## src/rtl/meter_regs_defines.vh

```
// Register addresses, field positions and reset values of the meter register bank.
// Included by the register bank only; the host model, checker and testbench write the addresses as literals.
`ifndef METER_REGS_DEFINES_VH
`define METER_REGS_DEFINES_VH

`define ADDR_W 16
`define DATA_W 32
`define MAG_W 24

`define A_HPF_DISABLE 16'h4389
`define A_CUR_PEAK 16'hE500
`define A_VOLT_PEAK 16'hE501
`define A_WAVE_FIRST 16'hE50C
`define A_WAVE_SECOND 16'hE50D
`define A_WAVE_THIRD 16'hE50E
`define A_WAVE_VOLT 16'hE510
`define A_OC_FLAGS 16'hE600
`define A_COMP_MODE 16'hE60E
`define A_RSVD_GAP_LO 16'hE610
`define A_RSVD_GAP_HI 16'hE616
`define A_POWER_SIGN 16'hE617
`define A_CONFIG 16'hE618
`define A_MEAS_MODE 16'hE700
`define A_ACCUM_MODE 16'hE701
`define A_LCYC_MODE 16'hE702
`define A_PEAK_CYC 16'hE703
`define A_SAG_CYC 16'hE704
`define A_CAPT_CFG 16'hE706
`define A_VERSION 16'hE707
`define A_PROTECT 16'hE7E3
`define A_PROTECT_KEY 16'hE7FE
`define A_PIN_CTRL 16'hEBFF
`define A_SECONDARY_CONFIGURATION 16'hEC00

`define RST_HPF_DISABLE 24'h00_0000
`define RST_COMP_MODE 16'h01FF
`define RST_CONFIG 16'h0000
`define RST_MEAS_MODE 8'h1C
`define RST_ACCUM_MODE 8'h00
`define RST_LCYC_MODE 8'h78
`define RST_PEAK_CYC 8'h00
`define RST_SAG_CYC 8'h00
`define RST_CAPT_CFG 8'h00
`define RST_PROTECT 8'h00
`define RST_SECONDARY_CONFIGURATION 8'h00

`define SRC_FLAG_LSB 24
`define OC_FLAG_LSB 3
`define GROUP_SEL_BIT 14
`define SOFT_RST_BIT 7
`define PROTECT_LOCK_BIT 0
`define PIN_LEVEL_BIT 0
`define PIN_DRIVE_BIT 1

`endif

```

## src/rtl/meter_regs.v

```verilog
// Register bank of the metering core: peaks, overcurrent flags, filter and mode registers.
// Assumes the serial port front end presents decoded word accesses synchronous to ref_clk.
`timescale 1ns/1ps
`include "meter_regs_defines.vh"
module meter_regs #(
   parameter [7:0] VERSION_ID = 8'h01,
   parameter [7:0] PROTECT_KEY = 8'h5A,
   parameter CW = 8
) (
   input wire ref_clk,
   input wire rstn,
   input wire [`ADDR_W-1:0] reg_addr,
   input wire reg_wr,
   input wire reg_rd,
   input wire [`DATA_W-1:0] reg_wdata,
   output reg [`DATA_W-1:0] reg_rdata_q,
   output reg reg_rvalid_q,
   input wire [6*`MAG_W-1:0] cur_mag,
   input wire cur_valid,
   input wire [`MAG_W-1:0] volt_mag,
   input wire volt_valid,
   input wire [6*`MAG_W-1:0] cur_wave,
   input wire [`MAG_W-1:0] volt_wave,
   input wire half_cycle,
   input wire [5:0] oc_event,
   input wire [15:0] power_sign_flags,
   input wire spi_active,
   input wire ack_pin_i,
   output reg ack_pin_o_q,
   output reg ack_pin_oe_q,
   output reg hpf_bypass_q,
   output reg group_sel_q,
   output reg [15:0] configuration_q,
   output reg [7:0] measurement_mode_q,
   output reg [7:0] accumulation_mode_q,
   output reg [7:0] line_cycle_accum_mode_q,
   output reg [7:0] sag_half_cycle_count_q,
   output reg [7:0] capture_port_config_q,
   output reg [7:0] secondary_configuration_q,
   output reg soft_reset_q
);
   reg [23:0] highpass_filter_disable_q;
   reg [15:0] computation_mode_q;
   reg [7:0] peak_half_cycle_count_q;
   reg [7:0] version_q;
   reg [7:0] register_protection_q;
   reg key_armed_q;
   reg [`DATA_W-1:0] rdata_d;

   wire [3*`MAG_W-1:0] grp_mag;
   wire [3*`MAG_W-1:0] grp_wave;
   wire [2:0] grp_oc;
   wire [`MAG_W-1:0] current_peak_magnitude;
   wire [2:0] peak_src;
   wire [`MAG_W-1:0] voltage_peak_magnitude;
   wire [2:0] oc_src;
   wire locked;
   wire wr_ok;
   wire oc_clear;

   // Pads a 24-bit value with zeros to the 32-bit transfer word.
   function [`DATA_W-1:0] zero_pad24;
      input [23:0] v;
      begin
         zero_pad24 = {8'h00, v};
      end
   endfunction

   // Pads a 20-bit value with zeros to the 32-bit transfer word.
   function [`DATA_W-1:0] zero_pad20;
      input [19:0] v;
      begin
         zero_pad20 = {12'h000, v};
      end
   endfunction

   // Extends a two's complement 24-bit value to the 32-bit transfer word.
   function [`DATA_W-1:0] sign_ext24;
      input [23:0] v;
      begin
         sign_ext24 = {{8{v[23]}}, v};
      end
   endfunction

   // Picks the three channels of the active group out of six.
   function [3*`MAG_W-1:0] pick_group;
      input [6*`MAG_W-1:0] all;
      input sel;
      begin
         if (sel) begin
            pick_group = all[6*`MAG_W-1:3*`MAG_W];
         end else begin
            pick_group = all[3*`MAG_W-1:0];
         end
      end
   endfunction

   assign grp_mag = pick_group(cur_mag, group_sel_q);
   assign grp_wave = pick_group(cur_wave, group_sel_q);
   assign grp_oc = group_sel_q ? oc_event[5:3] : oc_event[2:0];

   assign locked = register_protection_q[`PROTECT_LOCK_BIT];
   assign wr_ok = reg_wr && !locked;
   assign oc_clear = reg_rd && (reg_addr == `A_OC_FLAGS);

   peak_tracker #(
      .W(`MAG_W),
      .N(3),
      .CW(CW)
   ) u_cur_peak (
      .ref_clk(ref_clk),
      .rstn(rstn),
      .clear(soft_reset_q),
      .sample_valid(cur_valid),
      .mags(grp_mag),
      .half_cycle(half_cycle),
      .interval(peak_half_cycle_count_q),
      .peak_q(current_peak_magnitude),
      .src_q(peak_src)
   );

   peak_tracker #(
      .W(`MAG_W),
      .N(1),
      .CW(CW)
   ) u_volt_peak (
      .ref_clk(ref_clk),
      .rstn(rstn),
      .clear(soft_reset_q),
      .sample_valid(volt_valid),
      .mags(volt_mag),
      .half_cycle(half_cycle),
      .interval(peak_half_cycle_count_q),
      .peak_q(voltage_peak_magnitude),
      .src_q()
   );

   oc_flags #(
      .N(3)
   ) u_oc (
      .ref_clk(ref_clk),
      .rstn(rstn),
      .clear(oc_clear),
      .events(grp_oc),
      .flags_q(oc_src)
   );

   // Read mux. Values that are not ours to define read as zero.
   always @* begin
      rdata_d = {`DATA_W{1'b0}};
      case (reg_addr)
         `A_HPF_DISABLE: rdata_d = zero_pad24(highpass_filter_disable_q);
         `A_CUR_PEAK: rdata_d = {5'h00, peak_src, current_peak_magnitude};
         `A_VOLT_PEAK: rdata_d = zero_pad24(voltage_peak_magnitude);
         `A_WAVE_FIRST: rdata_d = sign_ext24(grp_wave[`MAG_W-1:0]);
         `A_WAVE_SECOND: rdata_d = sign_ext24(grp_wave[2*`MAG_W-1:`MAG_W]);
         `A_WAVE_THIRD: rdata_d = sign_ext24(grp_wave[3*`MAG_W-1:2*`MAG_W]);
         `A_WAVE_VOLT: rdata_d = sign_ext24(volt_wave);
         `A_OC_FLAGS: rdata_d = {26'h000_0000, oc_src, 3'h0};
         `A_COMP_MODE: rdata_d = {16'h0000, computation_mode_q};
         `A_POWER_SIGN: rdata_d = {16'h0000, power_sign_flags};
         `A_CONFIG: rdata_d = {16'h0000, configuration_q};
         `A_MEAS_MODE: rdata_d = {24'h00_0000, measurement_mode_q};
         `A_ACCUM_MODE: rdata_d = {24'h00_0000, accumulation_mode_q};
         `A_LCYC_MODE: rdata_d = {24'h00_0000, line_cycle_accum_mode_q};
         `A_PEAK_CYC: rdata_d = {24'h00_0000, peak_half_cycle_count_q};
         `A_SAG_CYC: rdata_d = {24'h00_0000, sag_half_cycle_count_q};
         `A_CAPT_CFG: rdata_d = {24'h00_0000, capture_port_config_q};
         `A_VERSION: rdata_d = {24'h00_0000, version_q};
         `A_PROTECT: rdata_d = {24'h00_0000, register_protection_q};
         `A_PIN_CTRL: rdata_d = {30'h0000_0000, ack_pin_oe_q, ack_pin_i};
         `A_SECONDARY_CONFIGURATION: rdata_d = {24'h00_0000, secondary_configuration_q};
         default: rdata_d = {`DATA_W{1'b0}};
      endcase
   end

   always @(posedge ref_clk or negedge rstn) begin
      if (!rstn) begin
         reg_rdata_q <= {`DATA_W{1'b0}};
         reg_rvalid_q <= 1'b0;
      end else begin
         reg_rvalid_q <= reg_rd;
         if (reg_rd) begin
            reg_rdata_q <= rdata_d;
         end
      end
   end

   // The key must be the write just before the protection write; any other write disarms it.
   always @(posedge ref_clk or negedge rstn) begin
      if (!rstn) begin
         key_armed_q <= 1'b0;
         register_protection_q <= `RST_PROTECT;
      end else if (soft_reset_q) begin
         key_armed_q <= 1'b0;
         register_protection_q <= `RST_PROTECT;
      end else if (reg_wr) begin
         key_armed_q <= (reg_addr == `A_PROTECT_KEY) && (reg_wdata[7:0] == PROTECT_KEY);
         if ((reg_addr == `A_PROTECT) && key_armed_q) begin
            register_protection_q <= reg_wdata[7:0];
         end
      end
   end

   // Pin control is only honoured while SPI owns the port.
   always @(posedge ref_clk or negedge rstn) begin
      if (!rstn) begin
         ack_pin_o_q <= 1'b0;
         ack_pin_oe_q <= 1'b0;
      end else if (!spi_active) begin
         ack_pin_oe_q <= 1'b0;
      end else if (reg_wr && (reg_addr == `A_PIN_CTRL)) begin
         ack_pin_o_q <= reg_wdata[`PIN_LEVEL_BIT];
         ack_pin_oe_q <= reg_wdata[`PIN_DRIVE_BIT];
      end
   end

   always @(posedge ref_clk or negedge rstn) begin
      if (!rstn) begin
         soft_reset_q <= 1'b0;
      end else begin
         soft_reset_q <= wr_ok && (reg_addr == `A_CONFIG) && reg_wdata[`SOFT_RST_BIT];
      end
   end

   always @(posedge ref_clk or negedge rstn) begin
      if (!rstn) begin
         highpass_filter_disable_q <= `RST_HPF_DISABLE;
         hpf_bypass_q <= 1'b0;
         computation_mode_q <= `RST_COMP_MODE;
         group_sel_q <= 1'b0;
         configuration_q <= `RST_CONFIG;
         measurement_mode_q <= `RST_MEAS_MODE;
         accumulation_mode_q <= `RST_ACCUM_MODE;
         line_cycle_accum_mode_q <= `RST_LCYC_MODE;
         peak_half_cycle_count_q <= `RST_PEAK_CYC;
         sag_half_cycle_count_q <= `RST_SAG_CYC;
         capture_port_config_q <= `RST_CAPT_CFG;
         version_q <= 8'h00;
         secondary_configuration_q <= `RST_SECONDARY_CONFIGURATION;
      end else if (soft_reset_q) begin
         highpass_filter_disable_q <= `RST_HPF_DISABLE;
         hpf_bypass_q <= 1'b0;
         computation_mode_q <= `RST_COMP_MODE;
         group_sel_q <= 1'b0;
         configuration_q <= `RST_CONFIG;
         measurement_mode_q <= `RST_MEAS_MODE;
         accumulation_mode_q <= `RST_ACCUM_MODE;
         line_cycle_accum_mode_q <= `RST_LCYC_MODE;
         peak_half_cycle_count_q <= `RST_PEAK_CYC;
         sag_half_cycle_count_q <= `RST_SAG_CYC;
         capture_port_config_q <= `RST_CAPT_CFG;
         version_q <= VERSION_ID;
         secondary_configuration_q <= `RST_SECONDARY_CONFIGURATION;
      end else begin
         // The strap-like version value is loaded after reset release and whenever the register holds zero.
         if (version_q == 8'h00) begin
            version_q <= VERSION_ID;
         end
         hpf_bypass_q <= (highpass_filter_disable_q != 24'h00_0000);
         group_sel_q <= computation_mode_q[`GROUP_SEL_BIT];
         if (wr_ok) begin
            case (reg_addr)
               `A_HPF_DISABLE: highpass_filter_disable_q <= reg_wdata[23:0];
               `A_COMP_MODE: computation_mode_q <= reg_wdata[15:0];
               `A_CONFIG: configuration_q <= {reg_wdata[15:8], 1'b0, reg_wdata[6:0]};
               `A_MEAS_MODE: measurement_mode_q <= reg_wdata[7:0];
               `A_ACCUM_MODE: accumulation_mode_q <= reg_wdata[7:0];
               `A_LCYC_MODE: line_cycle_accum_mode_q <= reg_wdata[7:0];
               `A_PEAK_CYC: peak_half_cycle_count_q <= reg_wdata[7:0];
               `A_SAG_CYC: sag_half_cycle_count_q <= reg_wdata[7:0];
               `A_CAPT_CFG: capture_port_config_q <= reg_wdata[7:0];
               `A_VERSION: version_q <= reg_wdata[7:0];
               `A_SECONDARY_CONFIGURATION: secondary_configuration_q <= reg_wdata[7:0];
               default: begin
               end
            endcase
         end
      end
   end
endmodule // meter_regs

```

## src/rtl/peak_tracker.v

```verilog
// Peak magnitude tracker over a programmable count of half line cycles.
// Assumes magnitudes, sample strobe and half-cycle strobe are synchronous to ref_clk.
`timescale 1ns/1ps
module peak_tracker #(
   parameter W = 24,
   parameter N = 3,
   parameter CW = 8
) (
   input wire ref_clk,
   input wire rstn,
   input wire clear,
   input wire sample_valid,
   input wire [N*W-1:0] mags,
   input wire half_cycle,
   input wire [CW-1:0] interval,
   output reg [W-1:0] peak_q,
   output reg [N-1:0] src_q
);
   reg [W-1:0] run_max_q;
   reg [N-1:0] run_src_q;
   reg [CW-1:0] hc_cnt_q;
   reg [W-1:0] best;
   reg [N-1:0] best_src;
   wire running;
   wire end_iv;
   integer i;

   assign running = (interval != {CW{1'b0}});
   assign end_iv = half_cycle && running && (hc_cnt_q == interval - {{(CW-1){1'b0}}, 1'b1});

   always @* begin
      best = run_max_q;
      best_src = run_src_q;
      if (sample_valid) begin
         for (i = 0; i < N; i = i + 1) begin
            if (mags[i*W +: W] > best) begin
               best = mags[i*W +: W];
               best_src = {{(N-1){1'b0}}, 1'b1} << i;
            end
         end
      end
   end

   // Value and source flags load in the same edge so a read never mixes captures.
   always @(posedge ref_clk or negedge rstn) begin
      if (!rstn) begin
         peak_q <= {W{1'b0}};
         src_q <= {N{1'b0}};
         run_max_q <= {W{1'b0}};
         run_src_q <= {N{1'b0}};
         hc_cnt_q <= {CW{1'b0}};
      end else if (clear) begin
         peak_q <= {W{1'b0}};
         src_q <= {N{1'b0}};
         run_max_q <= {W{1'b0}};
         run_src_q <= {N{1'b0}};
         hc_cnt_q <= {CW{1'b0}};
      end else if (end_iv) begin
         peak_q <= best;
         src_q <= best_src;
         run_max_q <= {W{1'b0}};
         run_src_q <= {N{1'b0}};
         hc_cnt_q <= {CW{1'b0}};
      end else begin
         run_max_q <= best;
         run_src_q <= best_src;
         if (half_cycle && running) begin
            hc_cnt_q <= hc_cnt_q + {{(CW-1){1'b0}}, 1'b1};
         end
      end
   end
endmodule // peak_tracker

```

## src/rtl/oc_flags.v

```verilog
// Sticky per-channel overcurrent source flags.
// Assumes event pulses and the clear pulse are synchronous to ref_clk.
`timescale 1ns/1ps
module oc_flags #(
   parameter N = 3
) (
   input wire ref_clk,
   input wire rstn,
   input wire clear,
   input wire [N-1:0] events,
   output reg [N-1:0] flags_q
);
   // An event in the clearing cycle survives, so no overcurrent is lost.
   always @(posedge ref_clk or negedge rstn) begin
      if (!rstn) begin
         flags_q <= {N{1'b0}};
      end else if (clear) begin
         flags_q <= events;
      end else begin
         flags_q <= flags_q | events;
      end
   end
endmodule // oc_flags

```

## config.mk

```make
export PLATFORM = sky130hd
export DESIGN_NAME = meter_regs
export DESIGN_NICKNAME = d
export VERILOG_FILES = /design/src/rtl/meter_regs.v /design/src/rtl/peak_tracker.v /design/src/rtl/oc_flags.v
export VERILOG_INCLUDE_DIRS = /design/src /design/src/rtl
export SDC_FILE = /design/constraint.sdc
export NUM_CORES = 1
export LEC_CHECK = 0
export ABC_AREA = 1
export ABC_CLOCK_PERIOD_IN_PS = 7100
export BUFFER_PORTS_ARGS = -buffer_cell sky130_fd_sc_hd__buf_2
export CAP_MARGIN = 20
export CORE_MARGIN = 2
export CORE_UTILIZATION = 47
export CTS_BUF_LIST = sky130_fd_sc_hd__clkbuf_16
export CTS_CLUSTER_DIAMETER = 30
export CTS_CLUSTER_SIZE = 14
export DETAILED_ROUTE_END_ITERATION = 8
export PLACE_DENSITY_LB_ADDON = 0.2
export REMOVE_ABC_BUFFERS = 1
export SLEW_MARGIN = 30
export SYNTH_ARGS = -nofsm -noshare
export SYNTH_HDL_FRONTEND = slang
export SYNTH_HIERARCHICAL = 1
export SYNTH_SLANG_ARGS = --single-unit
```

## constraint.sdc

```tcl
create_clock -name ref_clk -period 7.1 [get_ports ref_clk]
set_input_delay 0 -clock ref_clk [delete_from_list [all_inputs] [get_ports ref_clk]]
set_output_delay 0 -clock ref_clk [all_outputs]
set_load 0.02 [all_outputs]
```

==> summary.txt <==
Outcome
  – Outcome: finished clean

Finish
  – Final Core Density: around 63%
  – Final nets: 4315
  – Fin area: about 28000 um2
  – Area delta synth->final: 33.5%
  – Share of layout cells above drive strength 1: 20.2%

Floorplan
  – Row cnt: 77
  – Chip Height: between 200 and 250 um
  – Die width: between 200 and 250 um
  – Ports: 517
  – Starting Density: 47.4%
  – Die area: 46000 um2
  – Core footprint: 43900 um2

Route
  – Residual DRC: 0
  – Final ANT Viol Nets: 0
  – WL met3: 6320 um
  – Vias per cell: 5.25
  – First drt pass iteration count: 6
  – Top Layer Used: met4
  – Metal-1 WL: 32700 um
  – Wire length on met2: 35500 um
  – WL/cell: between 15 and 20 um
  – Vias: roughly 23000
  – Total Wirelength: ~80000 um
  – Initial DRC count: between 2000 and 2500

Clocking
  – CTS sink count: about 280
  – Clk buf depth: 3
  – CTS Root Cell: clkbuf_16
  – Clk slew on worst S/H paths: 40 ps
  – Clock H-tree levels: 3
  – CTS Buf Count: 80
  – CTS tree: done
  – Clock Latency Late Sink: 590 ps

Worst setup path
  – Most frequent CP cell: nand2_1
  – Worst Path Required: approximately 7600 ps
  – Worst setup path class: register to register
  – Crit path max fanout: 119
  – CP Launch Type: register
  – Slowest CP cell: dlygate4sd3_1
  – Top delay family on crit path: simple AND/OR/NAND/NOR gates
  – WP buf/inv: 9
  – CP endpoint kind: register
  – Slowest cell delay on critical path: 560 ps
  – Crit path DAT: 7170 ps

Global routing
  – First-pass GRT wire length: 123000 um
  – All-Layer GR Usage: 33.7%
  – Largest net degree at the start of global routing: 120
  – Initial antenna violation count: 5
  – Vias in the first global route: between 20000 and 25000
  – Grt total ovfl: 0

Timing
  – TNS Setup: 0 ps
  – Worst-margin pin slew: between 900 and 1000 ps
  – Setup violations, final: 0
  – Setup Skew: 20.2 ps
  – F_max: 0.149 GHz
  – Rel. slew slack: ~37%
  – Final worst path period share: 94.7%
  – Final Hold Viols: 0
  – Max Slew Vio Count: 0
  – Minimum clock period: 6720 ps
  – RSZ-0062 raised after global routing: false

Synthesis
  – Netlist Area Pre-Place: 20800 um2
  – Mapped Cells: 3167
  – Mapped Avg Cell Area: 6.57 um2
  – YS warnings: 6

Placed design
  – DP Area: 23600 um2
  – GPL Wtd Cong: 0.963
  – Hpwl dp: 55800 um
  – I/O Buffers: ~510

Pwr
  – Pwr per Cell Area: 293 nW/um2
  – Lkg Pwr: between 15 and 20 nW
  – Worst VDD drop: 0.221 mV

Worst hold path
  – Hold WC Path Type: primary input to register

Flow run
  – Max-cap viol count: 0
-- per-stage QoR --
step                std cells  hold slack (ps)  power, mW  worst slack [ps]
floorplan                3019             -296       3.84             -2740
global placement         4145             58.6       4.62               768
detailed placement       4145             56.1       4.67               687
CTS                      4453            0.780       8.09               224
global route             4458             54.3       8.75             0.481
finish                   4458             12.5       8.15               378
-- routing by layer --
metal	GRT usage (%)	vias up
li1	-	11400
met1	44.1	10700
met2	54.6	1085
met3	5.72	202
met4	15.8	0
met5	0	-
-- timing repair --
action / 4_1_cts / 5_1_grt
endpoints found under the setup margin: 0 / 47
hold buffers: 163 / 0
hold endpoints to repair: 243 / 0
resized for setup: 0 / 13
setup buffers: 0 / 0
-- power by group --
group / switching (mW) / internal [mW]
combinational: 1.90 / 1.05
clock: 1.06 / 2.28
sequential: 0.0725 / 1.78
-- final timing paths --
path                                                    from                                     to  slack, ps  cells past startpoint
min                                             cur_mag[137]     u_cur_peak/run_max_q[17]$_DFF_PN0_         10                      9
max in group asynchronous                               rstn                  group_sel_q$_DFF_PN0_       5500                      3
max reg2reg                            group_sel_q$_DFF_PN0_     u_cur_peak/run_max_q[22]$_DFF_PN0_        380                     39
min reg2reg                computation_mode_q[8]$_DFFE_PN1P_      computation_mode_q[8]$_DFFE_PN1P_        470                      2
max                                    group_sel_q$_DFF_PN0_     u_cur_peak/run_max_q[22]$_DFF_PN0_        380                     39
min in group asynchronous                               rstn  sag_half_cycle_count_q[0]$_DFFE_PN0P_         30                      2
-- placed cells by master, fill, tap and decap left out, types with 17 or more instances in the layout --
cell type         n
dfrtp_1         266
nand4_1          20
clkinv_1         19
o21ai_0          98
buf_4            22
nand3_1         461
nand2_1        1259
dlygate4sd3_1   163
a21oi_1          53
ha_1            102
xor2_1           17
nor2_1          204
o21ai_1          49
inv_1           291
buf_2           506
inv_2            19
clkinv_2         21
nor2_2           18
clkbuf_16        82
-- sequential cells by signal (all words and copies together) (netlist names), 3 cells and up --
name                       flops
u_cur_peak/run_max_q          24
sag_half_cycle_count_q         8
register_protection_q          8
secondary_configuration_q      8
version_q                      8
u_volt_peak/hc_cnt_q           8
reg_rdata_q                   28
u_cur_peak/src_q               3
u_oc/flags_q                   3
peak_half_cycle_count_q        8
computation_mode_q            16
line_cycle_accum_mode_q        8
u_cur_peak/hc_cnt_q            8
accumulation_mode_q            8
measurement_mode_q             8
highpass_filter_disable_q     24
u_volt_peak/run_max_q         24
u_cur_peak/peak_q             24
u_cur_peak/run_src_q           3
configuration_q               15
u_volt_peak/peak_q            24
capture_port_config_q          8
-- final cells by class --
type / count / area [um2]
Clock buffer: 82 / 2050
Multi-Input combinational cell: 2433 / 11800
Clock inverter: 63 / 483
Antenna cell: 5 / 12.5
Timing Repair Buffer: 697 / 4430
Sequential cell: 283 / 7110
Inverter: 303 / 1150
Tap cell: 592 / 741
Fill cell: 4153 / 16100
-- tightest hold or removal path, cell delays in order --
cell and delay [ps]:
buf_2 90, nand2_1 50, nand2_1 70, nand3_1 80, nand2_1 50, inv_1 50, nand2_1 60, nand2_1 60
nor2_1 30
Power figures use the tool's default switching activity.
